File: src/include/crr_pkg.sv
// Shared constants for the processor core register file
package crr_pkg;
  // Register byte offsets on the bus
  localparam logic [7:0] CRR_OFF_OPERAND = 8'h00; // Main operand register
  localparam logic [7:0] CRR_OFF_MULDIV = 8'h04; // Multiply/divide register
  localparam logic [7:0] CRR_OFF_STATUS = 8'h08; // Status word
  localparam logic [7:0] CRR_OFF_STACK = 8'h0c; // Stack top
  localparam logic [7:0] CRR_OFF_PTR_LO = 8'h10; // Selected pointer, low
  localparam logic [7:0] CRR_OFF_PTR_HI = 8'h14; // Selected pointer, high
  localparam logic [7:0] CRR_OFF_PTR_SEL = 8'h18; // Pointer select
  localparam int CRR_NUM_REGS = 7; // Mapped word count
  // Register indexes (byte offset divided by four)
  localparam logic [2:0] CRR_IDX_OPERAND = 3'h0;
  localparam logic [2:0] CRR_IDX_MULDIV = 3'h1;
  localparam logic [2:0] CRR_IDX_STATUS = 3'h2;
  localparam logic [2:0] CRR_IDX_STACK = 3'h3;
  localparam logic [2:0] CRR_IDX_PTR_LO = 3'h4;
  localparam logic [2:0] CRR_IDX_PTR_HI = 3'h5;
  localparam logic [2:0] CRR_IDX_PTR_SEL = 3'h6;
  // Status word field positions
  localparam int CRR_SW_CARRY = 7; // Carry/borrow
  localparam int CRR_SW_HALF = 6; // Nibble carry/borrow
  localparam int CRR_SW_USER0 = 5; // User flag zero
  localparam int CRR_SW_BANK_HI = 4; // Bank select high bit
  localparam int CRR_SW_BANK_LO = 3; // Bank select low bit
  localparam int CRR_SW_WRAP = 2; // Signed overflow
  localparam int CRR_SW_USER1 = 1; // User flag one
  localparam int CRR_SW_PARITY = 0; // Parity, read only
  localparam int CRR_SEL_BIT = 0; // Pointer choice bit
  // Reset values
  localparam logic [15:0] CRR_PC_RESET = 16'h0000; // Instruction counter
  localparam logic [7:0] CRR_SP_RESET = 8'h07; // Stack top
  localparam logic [7:0] CRR_SW_RESET = 8'h00; // Status word
  localparam logic [7:0] CRR_SEL_RESET = 8'h00; // Pointer select
  localparam logic [7:0] CRR_BYTE_RESET = 8'h00; // Plain data registers
  // Cycles before the boot strap is trusted after reset release
  localparam logic [1:0] CRR_BOOT_SETTLE = 2'h2;
  // Stack push sequencer states, one bit changes per step except high back to idle
  typedef enum logic [1:0] {
    CRR_PUSH_IDLE = 2'b00,
    CRR_PUSH_LOW = 2'b01,
    CRR_PUSH_HIGH = 2'b11
  } crr_push_e;
endpackage : crr_pkg

File: src/core/crr_stack_push.sv
// Stack push sequencer: saves the return counter on the upward stack
`timescale 1ns/100ps
module crr_stack_push
  import crr_pkg::*;
(
  input wire logic hclk, // System clock
  input wire logic hresetn, // Async reset, active low
  input wire logic push_req, // Call or interrupt entry pulse
  input wire logic [15:0] ret_addr, // Counter value to save
  input wire logic [7:0] sp_now, // Present stack top
  output logic sp_we, // Stack top update pulse
  output logic [7:0] sp_new, // New stack top
  output logic ram_we, // Stack RAM write pulse
  output logic [7:0] ram_addr, // Stack RAM address
  output logic [7:0] ram_wdata, // Stack RAM data
  output logic busy // Push in progress
);
  crr_push_e state_reg; // Sequencer state
  crr_push_e state_next; // Next state
  logic [7:0] hi_byte_reg; // Saved high byte of the return address
  logic [7:0] sp_inc; // Stack top plus one
  logic [7:0] lo_byte_reg; // Saved low byte

  assign sp_inc = sp_now + 8'h01;
  // Each push step bumps the stack top then stores at the new top
  assign sp_we = (state_reg != CRR_PUSH_IDLE);
  assign sp_new = sp_inc;
  assign ram_we = sp_we;
  assign ram_addr = sp_inc;
  // Low byte first, high byte second
  assign ram_wdata = (state_reg == CRR_PUSH_LOW) ? lo_byte_reg :
                     hi_byte_reg;
  assign busy = sp_we;

  // Next state: idle, low, high, back to idle
  always_comb begin
    unique case (state_reg)
      CRR_PUSH_IDLE: state_next = push_req ? CRR_PUSH_LOW : CRR_PUSH_IDLE;
      CRR_PUSH_LOW: state_next = CRR_PUSH_HIGH;
      CRR_PUSH_HIGH: state_next = CRR_PUSH_IDLE;
      default: state_next = CRR_PUSH_IDLE;
    endcase
  end

  // State and captured return address
  always_ff @(posedge hclk or negedge hresetn) begin
    if (!hresetn) begin
      state_reg <= CRR_PUSH_IDLE;
      lo_byte_reg <= CRR_BYTE_RESET;
      hi_byte_reg <= CRR_BYTE_RESET;
    end else begin
      state_reg <= state_next;
      if (push_req && (state_reg == CRR_PUSH_IDLE)) begin
        lo_byte_reg <= ret_addr[7:0];
        hi_byte_reg <= ret_addr[15:8];
      end
    end
  end
endmodule : crr_stack_push

File: src/core/crr_ptr_pair.sv
// Two 16-bit data pointers sharing one address, picked by a select bit
`timescale 1ns/100ps
module crr_ptr_pair
  import crr_pkg::*;
#(
  parameter int NUM_PTR = 2 // Number of data pointers
)(
  input wire logic hclk, // System clock
  input wire logic hresetn, // Async reset, active low
  input wire logic pointer_choice, // Selected pointer
  input wire logic lo_we, // Bus write, low byte
  input wire logic hi_we, // Bus write, high byte
  input wire logic [7:0] wdata, // Bus write data
  input wire logic ptr_inc, // Core increment of selected pointer
  input wire logic ptr_load, // Core load of selected pointer
  input wire logic [15:0] ptr_value_in, // Core load value
  output logic [15:0] data_pointer // Selected pointer value
);
  logic [7:0] pointer_low_byte [NUM_PTR]; // Low byte registers
  logic [7:0] pointer_high_byte [NUM_PTR]; // High byte registers

  // Selected pointer is the one both bus and core act on
  assign data_pointer = {pointer_high_byte[pointer_choice],
                         pointer_low_byte[pointer_choice]};

  genvar g;
  generate
    for (g = 0; g < NUM_PTR; g++) begin : g_ptr
      logic mine; // This pointer is selected
      logic [15:0] cur; // Present value
      logic [15:0] inc; // Value plus one
      assign mine = (pointer_choice == 1'(g));
      assign cur = {pointer_high_byte[g], pointer_low_byte[g]};
      assign inc = cur + 16'h0001;
      // Each pointer is a high and a low byte; core beats the bus
      always_ff @(posedge hclk or negedge hresetn) begin
        if (!hresetn) begin
          pointer_low_byte[g] <= CRR_BYTE_RESET;
          pointer_high_byte[g] <= CRR_BYTE_RESET;
        end else if (mine && ptr_load) begin
          pointer_low_byte[g] <= ptr_value_in[7:0];
          pointer_high_byte[g] <= ptr_value_in[15:8];
        end else if (mine && ptr_inc) begin
          pointer_low_byte[g] <= inc[7:0];
          pointer_high_byte[g] <= inc[15:8];
        end else if (mine) begin
          if (lo_we) begin
            pointer_low_byte[g] <= wdata;
          end
          if (hi_we) begin
            pointer_high_byte[g] <= wdata;
          end
        end
      end
    end
  endgenerate
endmodule : crr_ptr_pair

File: src/core/crr_core_regs.sv
// Architectural register file of the 8-bit core with an AHB-Lite slave
// Behaviour
// - 16-bit instruction counter resets to 0000H
// - Alternate boot starts at second reset vector
// - Instruction counter is not bus addressable
// - Operand register feeds and takes ALU results
// - Multiply/divide register doubles as general register
// - Status bit 7 tracks carry or borrow
// - Status bit 6 tracks nibble carry
// - Status bits 4-3 select register bank
// - Status bit 2 tracks signed overflow
// - Status bit 0 is operand parity, read-only
// - Stack top resets to 07H
// - Push: bump, low byte, bump, high byte
// - Each pointer is two 8-bit halves
// - Select bit 0 picks one of two pointers
// - Select bits 7-1 read zero, ignore writes
`timescale 1ns/100ps
module crr_core_regs
  import crr_pkg::*;
#(
  parameter logic [15:0] ALT_VECTOR = 16'h0000 // Second reset vector
)(
  input wire logic hclk, // System clock
  input wire logic hresetn, // Async reset, active low
  // AHB-Lite slave
  input wire logic hsel, // Slave select
  input wire logic [31:0] haddr, // Byte address
  input wire logic [1:0] htrans, // Transfer type
  input wire logic hwrite, // Write when high
  input wire logic [2:0] hsize, // Transfer size
  input wire logic hready, // Bus ready in
  input wire logic [31:0] hwdata, // Write data
  output logic hreadyout, // Slave ready
  output logic hresp, // Response, always OKAY
  output logic [31:0] hrdata, // Read data
  // Boot strap pin
  input wire logic alt_boot_en, // Start from second vector
  // Core side, same clock
  output logic core_ready, // Start vector loaded
  input wire logic pc_step, // Advance counter by one
  input wire logic pc_jump, // Load counter
  input wire logic [15:0] pc_target, // Counter load value
  output logic [15:0] instruction_counter, // Fetch address
  input wire logic operand_we, // ALU result write
  input wire logic [7:0] operand_wdata, // ALU result
  output logic [7:0] main_operand_reg, // ALU operand
  input wire logic muldiv_we, // Multiply/divide result write
  input wire logic [7:0] muldiv_wdata, // Multiply/divide result
  output logic [7:0] muldiv_reg, // Multiply/divide operand
  input wire logic flags_we, // ALU flag update
  input wire logic carry_in, // Carry or borrow
  input wire logic half_in, // Nibble carry or borrow
  input wire logic wrap_in, // Signed overflow
  output logic [7:0] status_word, // Status word with parity
  output logic [1:0] bank_select, // Active register bank
  output logic [7:0] bank_base, // First address of the bank
  input wire logic push_req, // Call or interrupt entry
  output logic push_busy, // Push in progress
  output logic [7:0] stack_top, // Stack top
  output logic stack_we, // Stack RAM write
  output logic [7:0] stack_addr, // Stack RAM address
  output logic [7:0] stack_wdata, // Stack RAM data
  input wire logic ptr_inc, // Selected pointer increment
  input wire logic ptr_load, // Selected pointer load
  input wire logic [15:0] ptr_value_in, // Pointer load value
  output logic [15:0] data_pointer, // Selected pointer
  output logic pointer_choice // Pointer in use
);
  import crr_pkg::*;

  // Decode a byte address into hit flag and register index
  function automatic logic [3:0] crr_decode(input logic [31:0] a);
    logic hit;
    hit = (a[31:5] == 27'h0) && (a[1:0] == 2'h0) &&
          (a[4:2] < 3'(CRR_NUM_REGS));
    crr_decode = {hit, a[4:2]};
  endfunction : crr_decode

  // Bus state
  logic addr_phase; // Valid address phase this cycle
  logic [3:0] ap_dec; // Decode of the address phase
  logic wr_pend_reg; // Write data phase in progress
  logic rd_pend_reg; // Read wait state in progress
  logic hit_reg; // Data phase hits a register
  logic [2:0] idx_reg; // Data phase register index
  logic [31:0] hrdata_reg; // Read data register
  logic [7:0] wbyte; // Low byte of write data
  logic wr_go; // Write commits this cycle
  // Register write strobes from the bus
  logic wr_operand; // Operand register
  logic wr_muldiv; // Multiply/divide register
  logic wr_status; // Status word
  logic wr_stack; // Stack top
  logic wr_ptr_lo; // Pointer low byte
  logic wr_ptr_hi; // Pointer high byte
  logic wr_sel; // Pointer select
  logic [7:0] rd_mux; // Read mux output
  // Architectural state
  logic [15:0] pc_reg; // Instruction counter
  logic [7:0] operand_reg; // Main operand
  logic [7:0] muldiv_r_reg; // Multiply/divide
  logic [7:1] sw_reg; // Status word, writable bits
  logic [7:0] sp_reg; // Stack top
  logic sel_reg; // Pointer choice
  logic parity; // Odd parity of the operand
  // Boot strap sync and start
  logic strap_s1_reg; // First sync stage
  logic strap_s2_reg; // Second sync stage
  logic [1:0] boot_cnt_reg; // Settle counter after release
  logic boot_done_reg; // Start vector loaded
  logic boot_load; // Load start vector this cycle
  // Push sequencer
  logic sp_push_we; // Stack top bump
  logic [7:0] sp_push_val; // Bumped value

  // Address phase is taken when selected, non-idle and bus ready
  assign addr_phase = hsel && htrans[1] && hready;
  assign ap_dec = crr_decode(haddr);
  assign wbyte = hwdata[7:0];
  assign wr_go = wr_pend_reg && hit_reg;
  assign wr_operand = wr_go && (idx_reg == CRR_IDX_OPERAND);
  assign wr_muldiv = wr_go && (idx_reg == CRR_IDX_MULDIV);
  assign wr_status = wr_go && (idx_reg == CRR_IDX_STATUS);
  assign wr_stack = wr_go && (idx_reg == CRR_IDX_STACK);
  assign wr_ptr_lo = wr_go && (idx_reg == CRR_IDX_PTR_LO);
  assign wr_ptr_hi = wr_go && (idx_reg == CRR_IDX_PTR_HI);
  assign wr_sel = wr_go && (idx_reg == CRR_IDX_PTR_SEL);

  // Read selection; no bus path reaches the instruction counter
  assign rd_mux = !hit_reg ? 8'h00 :
    (idx_reg == CRR_IDX_OPERAND) ? operand_reg :
    (idx_reg == CRR_IDX_MULDIV) ? muldiv_r_reg :
    (idx_reg == CRR_IDX_STATUS) ? status_word :
    (idx_reg == CRR_IDX_STACK) ? sp_reg :
    (idx_reg == CRR_IDX_PTR_LO) ? data_pointer[7:0] :
    (idx_reg == CRR_IDX_PTR_HI) ? data_pointer[15:8] :
    {7'h00, sel_reg};

  // Reads take one wait state so a write just before is seen
  assign hreadyout = !rd_pend_reg;
  assign hresp = 1'b0;
  assign hrdata = hrdata_reg;

  // Bus phase tracking
  always_ff @(posedge hclk or negedge hresetn) begin
    if (!hresetn) begin
      wr_pend_reg <= 1'b0;
      rd_pend_reg <= 1'b0;
      hit_reg <= 1'b0;
      idx_reg <= CRR_IDX_OPERAND;
    end else begin
      wr_pend_reg <= addr_phase && hwrite;
      rd_pend_reg <= addr_phase && !hwrite;
      if (addr_phase) begin
        hit_reg <= ap_dec[3];
        idx_reg <= ap_dec[2:0];
      end
    end
  end

  // Read data is latched at the end of the wait state
  always_ff @(posedge hclk or negedge hresetn) begin
    if (!hresetn) begin
      hrdata_reg <= 32'h0;
    end else if (rd_pend_reg) begin
      hrdata_reg <= {24'h0, rd_mux};
    end
  end

  // Two-stage sync of the boot strap pin
  always_ff @(posedge hclk or negedge hresetn) begin
    if (!hresetn) begin
      strap_s1_reg <= 1'b0;
      strap_s2_reg <= 1'b0;
    end else begin
      strap_s1_reg <= alt_boot_en;
      strap_s2_reg <= strap_s1_reg;
    end
  end

  // Settle counter, then one load of the start vector
  assign boot_load = !boot_done_reg && (boot_cnt_reg == CRR_BOOT_SETTLE);
  assign core_ready = boot_done_reg;
  always_ff @(posedge hclk or negedge hresetn) begin
    if (!hresetn) begin
      boot_cnt_reg <= 2'h0;
      boot_done_reg <= 1'b0;
    end else if (!boot_done_reg) begin
      boot_cnt_reg <= boot_cnt_reg + 2'h1;
      boot_done_reg <= boot_load;
    end
  end

  // Instruction counter; core commands wait until the start is loaded
  always_ff @(posedge hclk or negedge hresetn) begin
    if (!hresetn) begin
      pc_reg <= CRR_PC_RESET;
    end else if (boot_load) begin
      pc_reg <= strap_s2_reg ? ALT_VECTOR : CRR_PC_RESET;
    end else if (boot_done_reg && pc_jump) begin
      pc_reg <= pc_target;
    end else if (boot_done_reg && pc_step) begin
      pc_reg <= pc_reg + 16'h0001;
    end
  end
  assign instruction_counter = pc_reg;

  // Main operand; ALU result beats a bus write in the same cycle
  always_ff @(posedge hclk or negedge hresetn) begin
    if (!hresetn) begin
      operand_reg <= CRR_BYTE_RESET;
    end else if (operand_we) begin
      operand_reg <= operand_wdata;
    end else if (wr_operand) begin
      operand_reg <= wbyte;
    end
  end
  assign main_operand_reg = operand_reg;

  // Multiply/divide register, also free for software use
  always_ff @(posedge hclk or negedge hresetn) begin
    if (!hresetn) begin
      muldiv_r_reg <= CRR_BYTE_RESET;
    end else if (muldiv_we) begin
      muldiv_r_reg <= muldiv_wdata;
    end else if (wr_muldiv) begin
      muldiv_r_reg <= wbyte;
    end
  end
  assign muldiv_reg = muldiv_r_reg;

  // Status word; ALU flags win over a bus write to the same bits
  always_ff @(posedge hclk or negedge hresetn) begin
    if (!hresetn) begin
      sw_reg <= CRR_SW_RESET[7:1];
    end else begin
      if (wr_status) begin
        sw_reg <= wbyte[7:1];
      end
      if (flags_we) begin
        sw_reg[CRR_SW_CARRY] <= carry_in;
        sw_reg[CRR_SW_HALF] <= half_in;
        sw_reg[CRR_SW_WRAP] <= wrap_in;
      end
    end
  end

  // Parity follows the operand at all times; writes cannot touch it
  assign parity = ^operand_reg;
  assign status_word = {sw_reg, parity};
  assign bank_select = sw_reg[CRR_SW_BANK_HI:CRR_SW_BANK_LO];
  assign bank_base = {3'h0, bank_select, 3'h0};

  // Stack top; a push in progress beats a bus write
  always_ff @(posedge hclk or negedge hresetn) begin
    if (!hresetn) begin
      sp_reg <= CRR_SP_RESET;
    end else if (sp_push_we) begin
      sp_reg <= sp_push_val;
    end else if (wr_stack) begin
      sp_reg <= wbyte;
    end
  end
  assign stack_top = sp_reg;

  // Push sequencer for call and interrupt entry
  crr_stack_push u_push (
    .hclk(hclk),
    .hresetn(hresetn),
    .push_req(push_req),
    .ret_addr(pc_reg),
    .sp_now(sp_reg),
    .sp_we(sp_push_we),
    .sp_new(sp_push_val),
    .ram_we(stack_we),
    .ram_addr(stack_addr),
    .ram_wdata(stack_wdata),
    .busy(push_busy)
  );

  // Pointer select; only bit 0 is stored
  always_ff @(posedge hclk or negedge hresetn) begin
    if (!hresetn) begin
      sel_reg <= CRR_SEL_RESET[CRR_SEL_BIT];
    end else if (wr_sel) begin
      sel_reg <= wbyte[CRR_SEL_BIT];
    end
  end
  assign pointer_choice = sel_reg;

  // Data pointer pair
  crr_ptr_pair #(
    .NUM_PTR(2)
  ) u_ptr (
    .hclk(hclk),
    .hresetn(hresetn),
    .pointer_choice(sel_reg),
    .lo_we(wr_ptr_lo),
    .hi_we(wr_ptr_hi),
    .wdata(wbyte),
    .ptr_inc(ptr_inc),
    .ptr_load(ptr_load),
    .ptr_value_in(ptr_value_in),
    .data_pointer(data_pointer)
  );

  // Transfer size is not used: every access is a whole word
  logic size_unused; // Keeps hsize read
  assign size_unused = ^hsize;
endmodule : crr_core_regs

File: config.mk
export PLATFORM = sky130hd
export DESIGN_NAME = crr_core_regs
export DESIGN_NICKNAME = d
export VERILOG_FILES = /design/src/include/crr_pkg.sv /design/src/core/crr_stack_push.sv /design/src/core/crr_ptr_pair.sv /design/src/core/crr_core_regs.sv
export SDC_FILE = /design/constraint.sdc
export NUM_CORES = 1
export LEC_CHECK = 0
export ABC_AREA = 1
export BUFFER_PORTS_ARGS = -buffer_cell sky130_fd_sc_hd__buf_4
export CORE_UTILIZATION = 46
export DETAILED_ROUTE_END_ITERATION = 8
export GPL_TIMING_DRIVEN = 0
export PLACE_DENSITY_LB_ADDON = 0.05
export SLEW_MARGIN = 30
export SYNTH_ARGS = -nofsm -noshare
export SYNTH_HDL_FRONTEND = slang
export SYNTH_SLANG_ARGS = --single-unit
export TNS_END_PERCENT = 1
File: constraint.sdc
create_clock -name hclk -period 1.7 [get_ports hclk]
set_clock_uncertainty 0.1 [all_clocks]
set_input_delay 0.17 -clock hclk [delete_from_list [all_inputs] [get_ports hclk]]
set_output_delay 0.17 -clock hclk [all_outputs]
set_load 0.05 [all_outputs]
# [Word level (Yosys, flattened, before mapping)]
# Index checks and enable logic that the tools add are counted.
[classes] n_addsub=5 n_reduce_logical=45 magnitude_cmp=2 eq_ne=9 muxes=43 bitwise=2
[op_table] op="two-way mux 8 bit" count=34
[op_table] op="adder 16 x 1 -> 16 bit, second input constant" count=3
[op_table] op="two-way mux 16 bit" count=3
[op_table] op="logical NOT 27 bit" count=1
[op_table] op="logical AND 1 bit" count=22
[op_table] op="nonzero test 3 bit" count=6
[op_table] op="nonzero test 2 bit" count=5
[op_table] op="equality test 3 bit, second input constant" count=3
[op_table] op="adder 8 x 1 -> 8 bit, second input constant" count=1
[op_table] op="AND reduction 2 bit" count=4
[op_table] op="parity 8 bit" count=1
[op_table] op="two-way mux 7 bit" count=1
[op_table] op="equality test 3 x 2 -> 1 bit, second input constant" count=2
[op_table] op="logical NOT 2 bit" count=2
[op_table] op="case mux 2 bit (2 select lines)" count=1
[op_table] op="equality test 3 x 1 -> 1 bit, second input constant" count=1
[op_table] op="logical NOT 1 bit" count=3
[op_table] op="logical NOT 3 bit" count=1
[op_table] op="less-than comparator 3 bit, second input constant" count=1
[op_table] op="two-way mux 1 bit" count=3
[op_table] op="inequality test 3 x 1 -> 1 bit, second input constant" count=1
[op_table] op="adder 2 x 1 -> 2 bit, second input constant" count=1
[op_table] op="equality test 2 x 1 -> 1 bit, second input constant" count=1
[op_table] op="equality test 2 bit, second input constant" count=1
[op_table] op="other kinds (4)" count=4
[word_totals] in_bits=134 register_bits=115 out_inout_bits=128

# [Logic depth before layout (Yosys ltp)]
[logic_depth] word_depth=11 mapped_depth=13

# [Modules after synthesis]
# A second synthesis with hierarchy kept.
[hier_totals] cells_unflattened=1164 hier_area_um2=7986.4
[by_module_without_submodules] mod="crr_core_regs" area_each_um2=4071.4 seq_area_each_um2=1630.3 n_inst=1 cells_each=556
[by_module_without_submodules] mod="crr_ptr_pair" area_each_um2=2875.3 seq_area_each_um2=800.8 n_inst=1 cells_each=468
[by_module_without_submodules] mod="crr_stack_push" area_each_um2=1039.7 seq_area_each_um2=450.4 n_inst=1 cells_each=140

# [Worst setup path before layout]
# OpenSTA, ideal clock, no wires.
[synth_timing] kind="register to register" start="register sel_reg (netlist: pointer_choice)" end="register hrdata_reg[4] (netlist: hrdata[4])" t_required_ps=1534 n_path_buf=2 path_slack_ps=-1033 synth_period_minus_slack_ps=2733 arrival_time_ps=2567 stages_incl_launch_ff=8 path_cell_list="dfrtp_1 -> buf_4 -> buf_2 -> o21ai_0 -> a22oi_1 -> o2111ai_1 -> nand3_1 -> nand2_1"
[synth_rtl] item="from (decl)" line_no="crr_core_regs.sv:105" text="logic sel_reg;"
[synth_rtl] item="from (signal assigned)" line_no="crr_core_regs.sv:285" text="sel_reg <= CRR_SEL_RESET[CRR_SEL_BIT];"
[synth_rtl] item="from (signal assigned)" line_no="crr_core_regs.sv:287" text="sel_reg <= wbyte[CRR_SEL_BIT];"
[synth_rtl] item="NOT 1 -> 2 bit (implied by the code)" line_no="crr_ptr_pair.sv:24" text="pointer_low_byte[pointer_choice]};"
[synth_rtl] item="two-way mux 8 bit (implied by the code) (3 in series)" line_no="crr_ptr_pair.sv:24"
[synth_rtl] item="net data_pointer[4]" line_no="crr_core_regs.sv:67" text="output logic [15:0] data_pointer,"
[synth_rtl] item="two-way mux 8 bit" line_no="crr_core_regs.sv:136" text="(idx_reg == CRR_IDX_PTR_LO) ? data_pointer[7:0] :"
[synth_rtl] item="two-way mux 8 bit" line_no="crr_core_regs.sv:135" text="(idx_reg == CRR_IDX_STACK) ? sp_reg :"
[synth_rtl] item="two-way mux 8 bit" line_no="crr_core_regs.sv:134" text="(idx_reg == CRR_IDX_STATUS) ? status_word :"
[synth_rtl] item="two-way mux 8 bit" line_no="crr_core_regs.sv:133" text="(idx_reg == CRR_IDX_MULDIV) ? muldiv_r_reg :"
[synth_rtl] item="two-way mux 8 bit" line_no="crr_core_regs.sv:132" text="(idx_reg == CRR_IDX_OPERAND) ? operand_reg :"
[synth_rtl] item="two-way mux 8 bit" line_no="crr_core_regs.sv:131" text="assign rd_mux = !hit_reg ? 8'h00 :"
[synth_rtl] item="to (signal assigned)" line_no="crr_core_regs.sv:167" text="hrdata_reg <= {24'h0, rd_mux};"
[synth_rtl] item="to (decl)" line_no="crr_core_regs.sv:87" text="logic [31:0] hrdata_reg;"
# The timed path passes the listed nets, and every way through them passes these cells. The select of a mux whose other input is x is not followed.
# A chain may end at the register's enable or synchronous reset.

# [Worst setup path after layout]
[layout_timing] start="register sp_reg[0] (netlist: stack_top[0])" end="output port stack_addr[6]"
[layout_via] elab_chain_len=1
[layout_rtl] item="from (decl)" line_no="crr_core_regs.sv:104" text="logic [7:0] sp_reg;"
[layout_rtl] item="from (signal assigned)" line_no="crr_core_regs.sv:260" text="sp_reg <= sp_push_val;"
[layout_rtl] item="from (signal assigned)" line_no="crr_core_regs.sv:262" text="sp_reg <= wbyte;"
[layout_rtl] item="adder 8 x 1 -> 8 bit" line_no="crr_stack_push.sv:24" text="assign sp_inc = sp_now + 8'h01;"
[layout_rtl] item="to (decl)" line_no="crr_core_regs.sv:62" text="output logic [7:0] stack_addr,"
# Every way passes these cells.

==> flow_metrics.tcl <==
set metrics [dict create \
    die_h_um 131 \
    min_period_ps 2150 \
    first_pass_iters 5 \
    worstHoldPathType "input pin to register" \
    netlist_area_sq_um 7640 \
    yosys.area.top_type "dfrtp_1" \
    whs_ps 22.6 \
    cp_slowest_cell "dfstp_4" \
    post-route-drc-count 0 \
    critPathMaxFanout 4 \
    final_hold_viol_count 0 \
    yosys_warnings 0 \
    drv_slew 0 \
    ys_async_sr_fraction_pct 100 \
    gp_congestion 0.944 \
    largest_reg_flops 32 \
    tightest_slew_ps 525 \
    grt_pass1_wl_mm 42.0 \
    timing.fmax_mhz 464 \
    cts_buffers 17 \
    die_w_um 131 \
    antenna_found_initial 0 \
    nets 1555 \
    synth-edff-count 0 \
    finalCritPeriodShare_pct 127 \
    initial_utilization_pct 47.6 \
    cp.required_ps 1430 \
    cp_top_family "flip-flops" \
    placed_cell_area_sq_um 9730 \
    worst_ir_drop_vdd_v 0.00120 \
    placed_cells 1518 \
    path_cells "ha_4 -> nand3_4 -> nor3_4 -> xor2_4 -> buf_6" \
    cp-start-kind "register" \
    htreeDepth 4 \
    pre_cts_slack_ps -367 \
    power.density_nw_per_um2 1130 \
    dr.first_iter.drc_count 809 \
    outcome "finished with violations" \
    core-area_sq_um 16100 \
    synth_area_leaders "dfrtp_1, nand2_1, o21ai_0" \
    critical_path_class "register to output port" \
    seqCellArea_sq_um 2900 \
    drt_wl_total_mm 27.6 \
    multiInputGateArea_sq_um 4300 \
    cts_tree "done" \
    area_growth_syn_to_layout_pct 53.3 \
    violations "setup timing" \
    grt_setup_unrepaired "yes" \
    drive_gt1_share_pct 29.7 \
    portBuffers 199 \
    design.die.area_sq_um 17100 \
    grt.total_usage_pct 32.7 \
    synth_cells 1072 \
    detail-route-antenna-nets 0 \
    clockBufferDepth 2 \
    final_area_sq_um 11700 \
    cp.arrival_ps 1880 \
    maxCapViolCount 0 \
    grt-ovfl-total 0 \
    final.fill_count 1266 \
    critPathMaxStageDelay_ps 650 \
    root_buffer "clkbuf_16" \
    endpoint_kind "output port" \
    vias 8656 \
    ys.flop_type "dfrtp_1" \
    via_per_inst 5.26 \
    synth_top_cell_area_share_pct 36.7 \
    fin_util_pct 72.9 \
    synth_cell_types 50 \
    clkLatencyLatePin_ps 420 \
    clk_pin_slew_ps 60 \
    post_drt_wl_per_cell_um 16.8 \
    grt_max_degree 74 \
    ys_ff_latch 115 \
    cts.sinks 115 \
    path_buf_inv 1 \
    relSlewSlack_pct 64.9 \
    dp_hpwl_mm 20.1 \
    syn_area_per_cell_sq_um 7.13 \
    seq_area_frac_synth_pct 37.7 \
    setup_viol 69 \
    finalNonFillerCells 1645 \
    core.rowCount 46 \
    io-pin-count 262 \
    first_global_vias 8059 \
    p_leak_nw 5.88 \
    final.setup.worst_slack_ps -453 \
    antenna_cells 0 \
]
-- area by class of cell --
type	count	share of cell area (%)
multi-input combinational	793	36.7
sequential	115	24.8
tap	216	2.31
clock buffer	22	3.88
inverter	131	4.60
clock inverter	10	1.12
timing repair buffer	295	22.4
buffer	63	4.25
-- logic make-up (layout without fill, tap and decap cells) --
logic type / after synthesis / after routing / share of synthesized area [%]
muxes: 1 / 1 / 0.147
buffers and inverters: 194 / 521 / 12.2
and+or+nand+nor: 509 / 509 / 28.7
AOI/OAI and AO/OA: 224 / 224 / 17.7
xor gates and xnor gates: 23 / 23 / 2.64
DFF: 115 / 115 / 37.7
other: 1 / 31 / 0.0491
adders and majority gates: 5 / 5 / 0.819
-- worst paths after layout --
kind / end / slack (ps) / start / cells after the start
hold reg to reg: boot_cnt_reg[0] / 370 / boot_cnt_reg[0] / 1
max in group asynchronous: u_push.state_reg[1] / 690 / hresetn / 3
min in group asynchronous: u_ptr.g_ptr[0].cur[13] / 130 / hresetn / 2
hold / removal: u_ptr.g_ptr[1].cur[12] / 20 / ptr_value_in[12] / 5
setup reg to reg: u_ptr.g_ptr[0].cur[6] / -190 / pointer_choice / 10
setup / recovery: stack_addr[6] / -450 / stack_top[0] / 5
-- Yosys cell counts, drive strengths merged (2+ instances only) --
cell	instances
nand4	11
o21bai	5
ha	5
clkbuf	12
o21ai	107
o221ai	7
dfstp	3
o211ai	17
buf	51
nand3	54
o31ai	2
xor2	18
nor4	7
a31oi	10
nor3	19
nand2	336
a22oi	9
clkinv	4
nand3b	2
inv	127
xnor2	5
o22ai	12
a21oi	47
or2	3
dfrtp	112
nor2	75
o2111ai	7
-- worst register-to-register path: stages (launching register included) --
cell and delay [ps]:
dfrtp_2 450, buf_12 170, inv_6 60, nand2_1 100, buf_2 210, a21oi_2 280
nand2_1 90, o21ai_0 80, nand2_1 90, o21ai_0 90, inv_1 50
-- cell usage in the layout, fill, tap and decap left out, types with 5 or more instances in the layout --
cell type / instances
o21ai_2: 11
dfrtp_1: 103
inv_1: 105
nor2_4: 11
buf_6: 41
nor3_4: 5
a21oi_2: 9
clkbuf_1: 10
clkinv_2: 5
nor3_2: 6
a22oi_1: 7
dfrtp_2: 9
nor4_1: 6
conb_1: 31
nand3_1: 50
o221ai_1: 7
dlygate4sd3_1: 86
nand4_1: 11
o22ai_1: 12
o21bai_1: 5
inv_4: 7
nor2_2: 5
buf_4: 208
xnor2_1: 5
nor3_1: 8
nand2_1: 312
nand2_2: 20
inv_2: 12
a31oi_1: 8
o21ai_0: 78
o21ai_1: 18
xor2_1: 12
nor2_1: 59
o211ai_1: 15
a21oi_1: 37
clkbuf_16: 17
-- layer usage --
metal | routed length, um | vias to the layer above | global-route usage (%)
met3 | 2170 | 73 | 7.04
met4 | 867 | 0 | 13.6
met5 | 0 | - | 0
met2 | 13100 | 422 | 52.3
li1 | - | 4158 | -
met1 | 11400 | 4003 | 43.0
-- timing repair --
item / 4_1_cts / 5_1_grt
buffers inserted: 6 / 0
gates cloned: 0 / 0
hold buffers: 89 / 0
endpoints found under the setup margin: 112 / 119
gates resized for setup: 100 / 53
hold endpoints to repair: 172 / 0
pin swaps: 13 / 6
-- through the flow --
stage / TNS [ps] / power, W
2_1_floorplan: -5430 / 0.00723
3_3_place_gp: -10020 / 0.00877
3_5_place_dp: -11080 / 0.00884
4_1_cts: -7280 / 0.0131
5_1_grt: -14520 / 0.0138
6_report: -7730 / 0.0132
-- power breakdown --
group | total [W] | leakage [nW] | switching [W] | internal, W
Combinational | 0.00589 | 4.25 | 0.00383 | 0.00205
Clock | 0.00362 | 0.288 | 0.00129 | 0.00233
Sequential | 0.00373 | 1.34 | 0.000482 | 0.00324
Note: power is estimated with default switching activity, not from simulation.
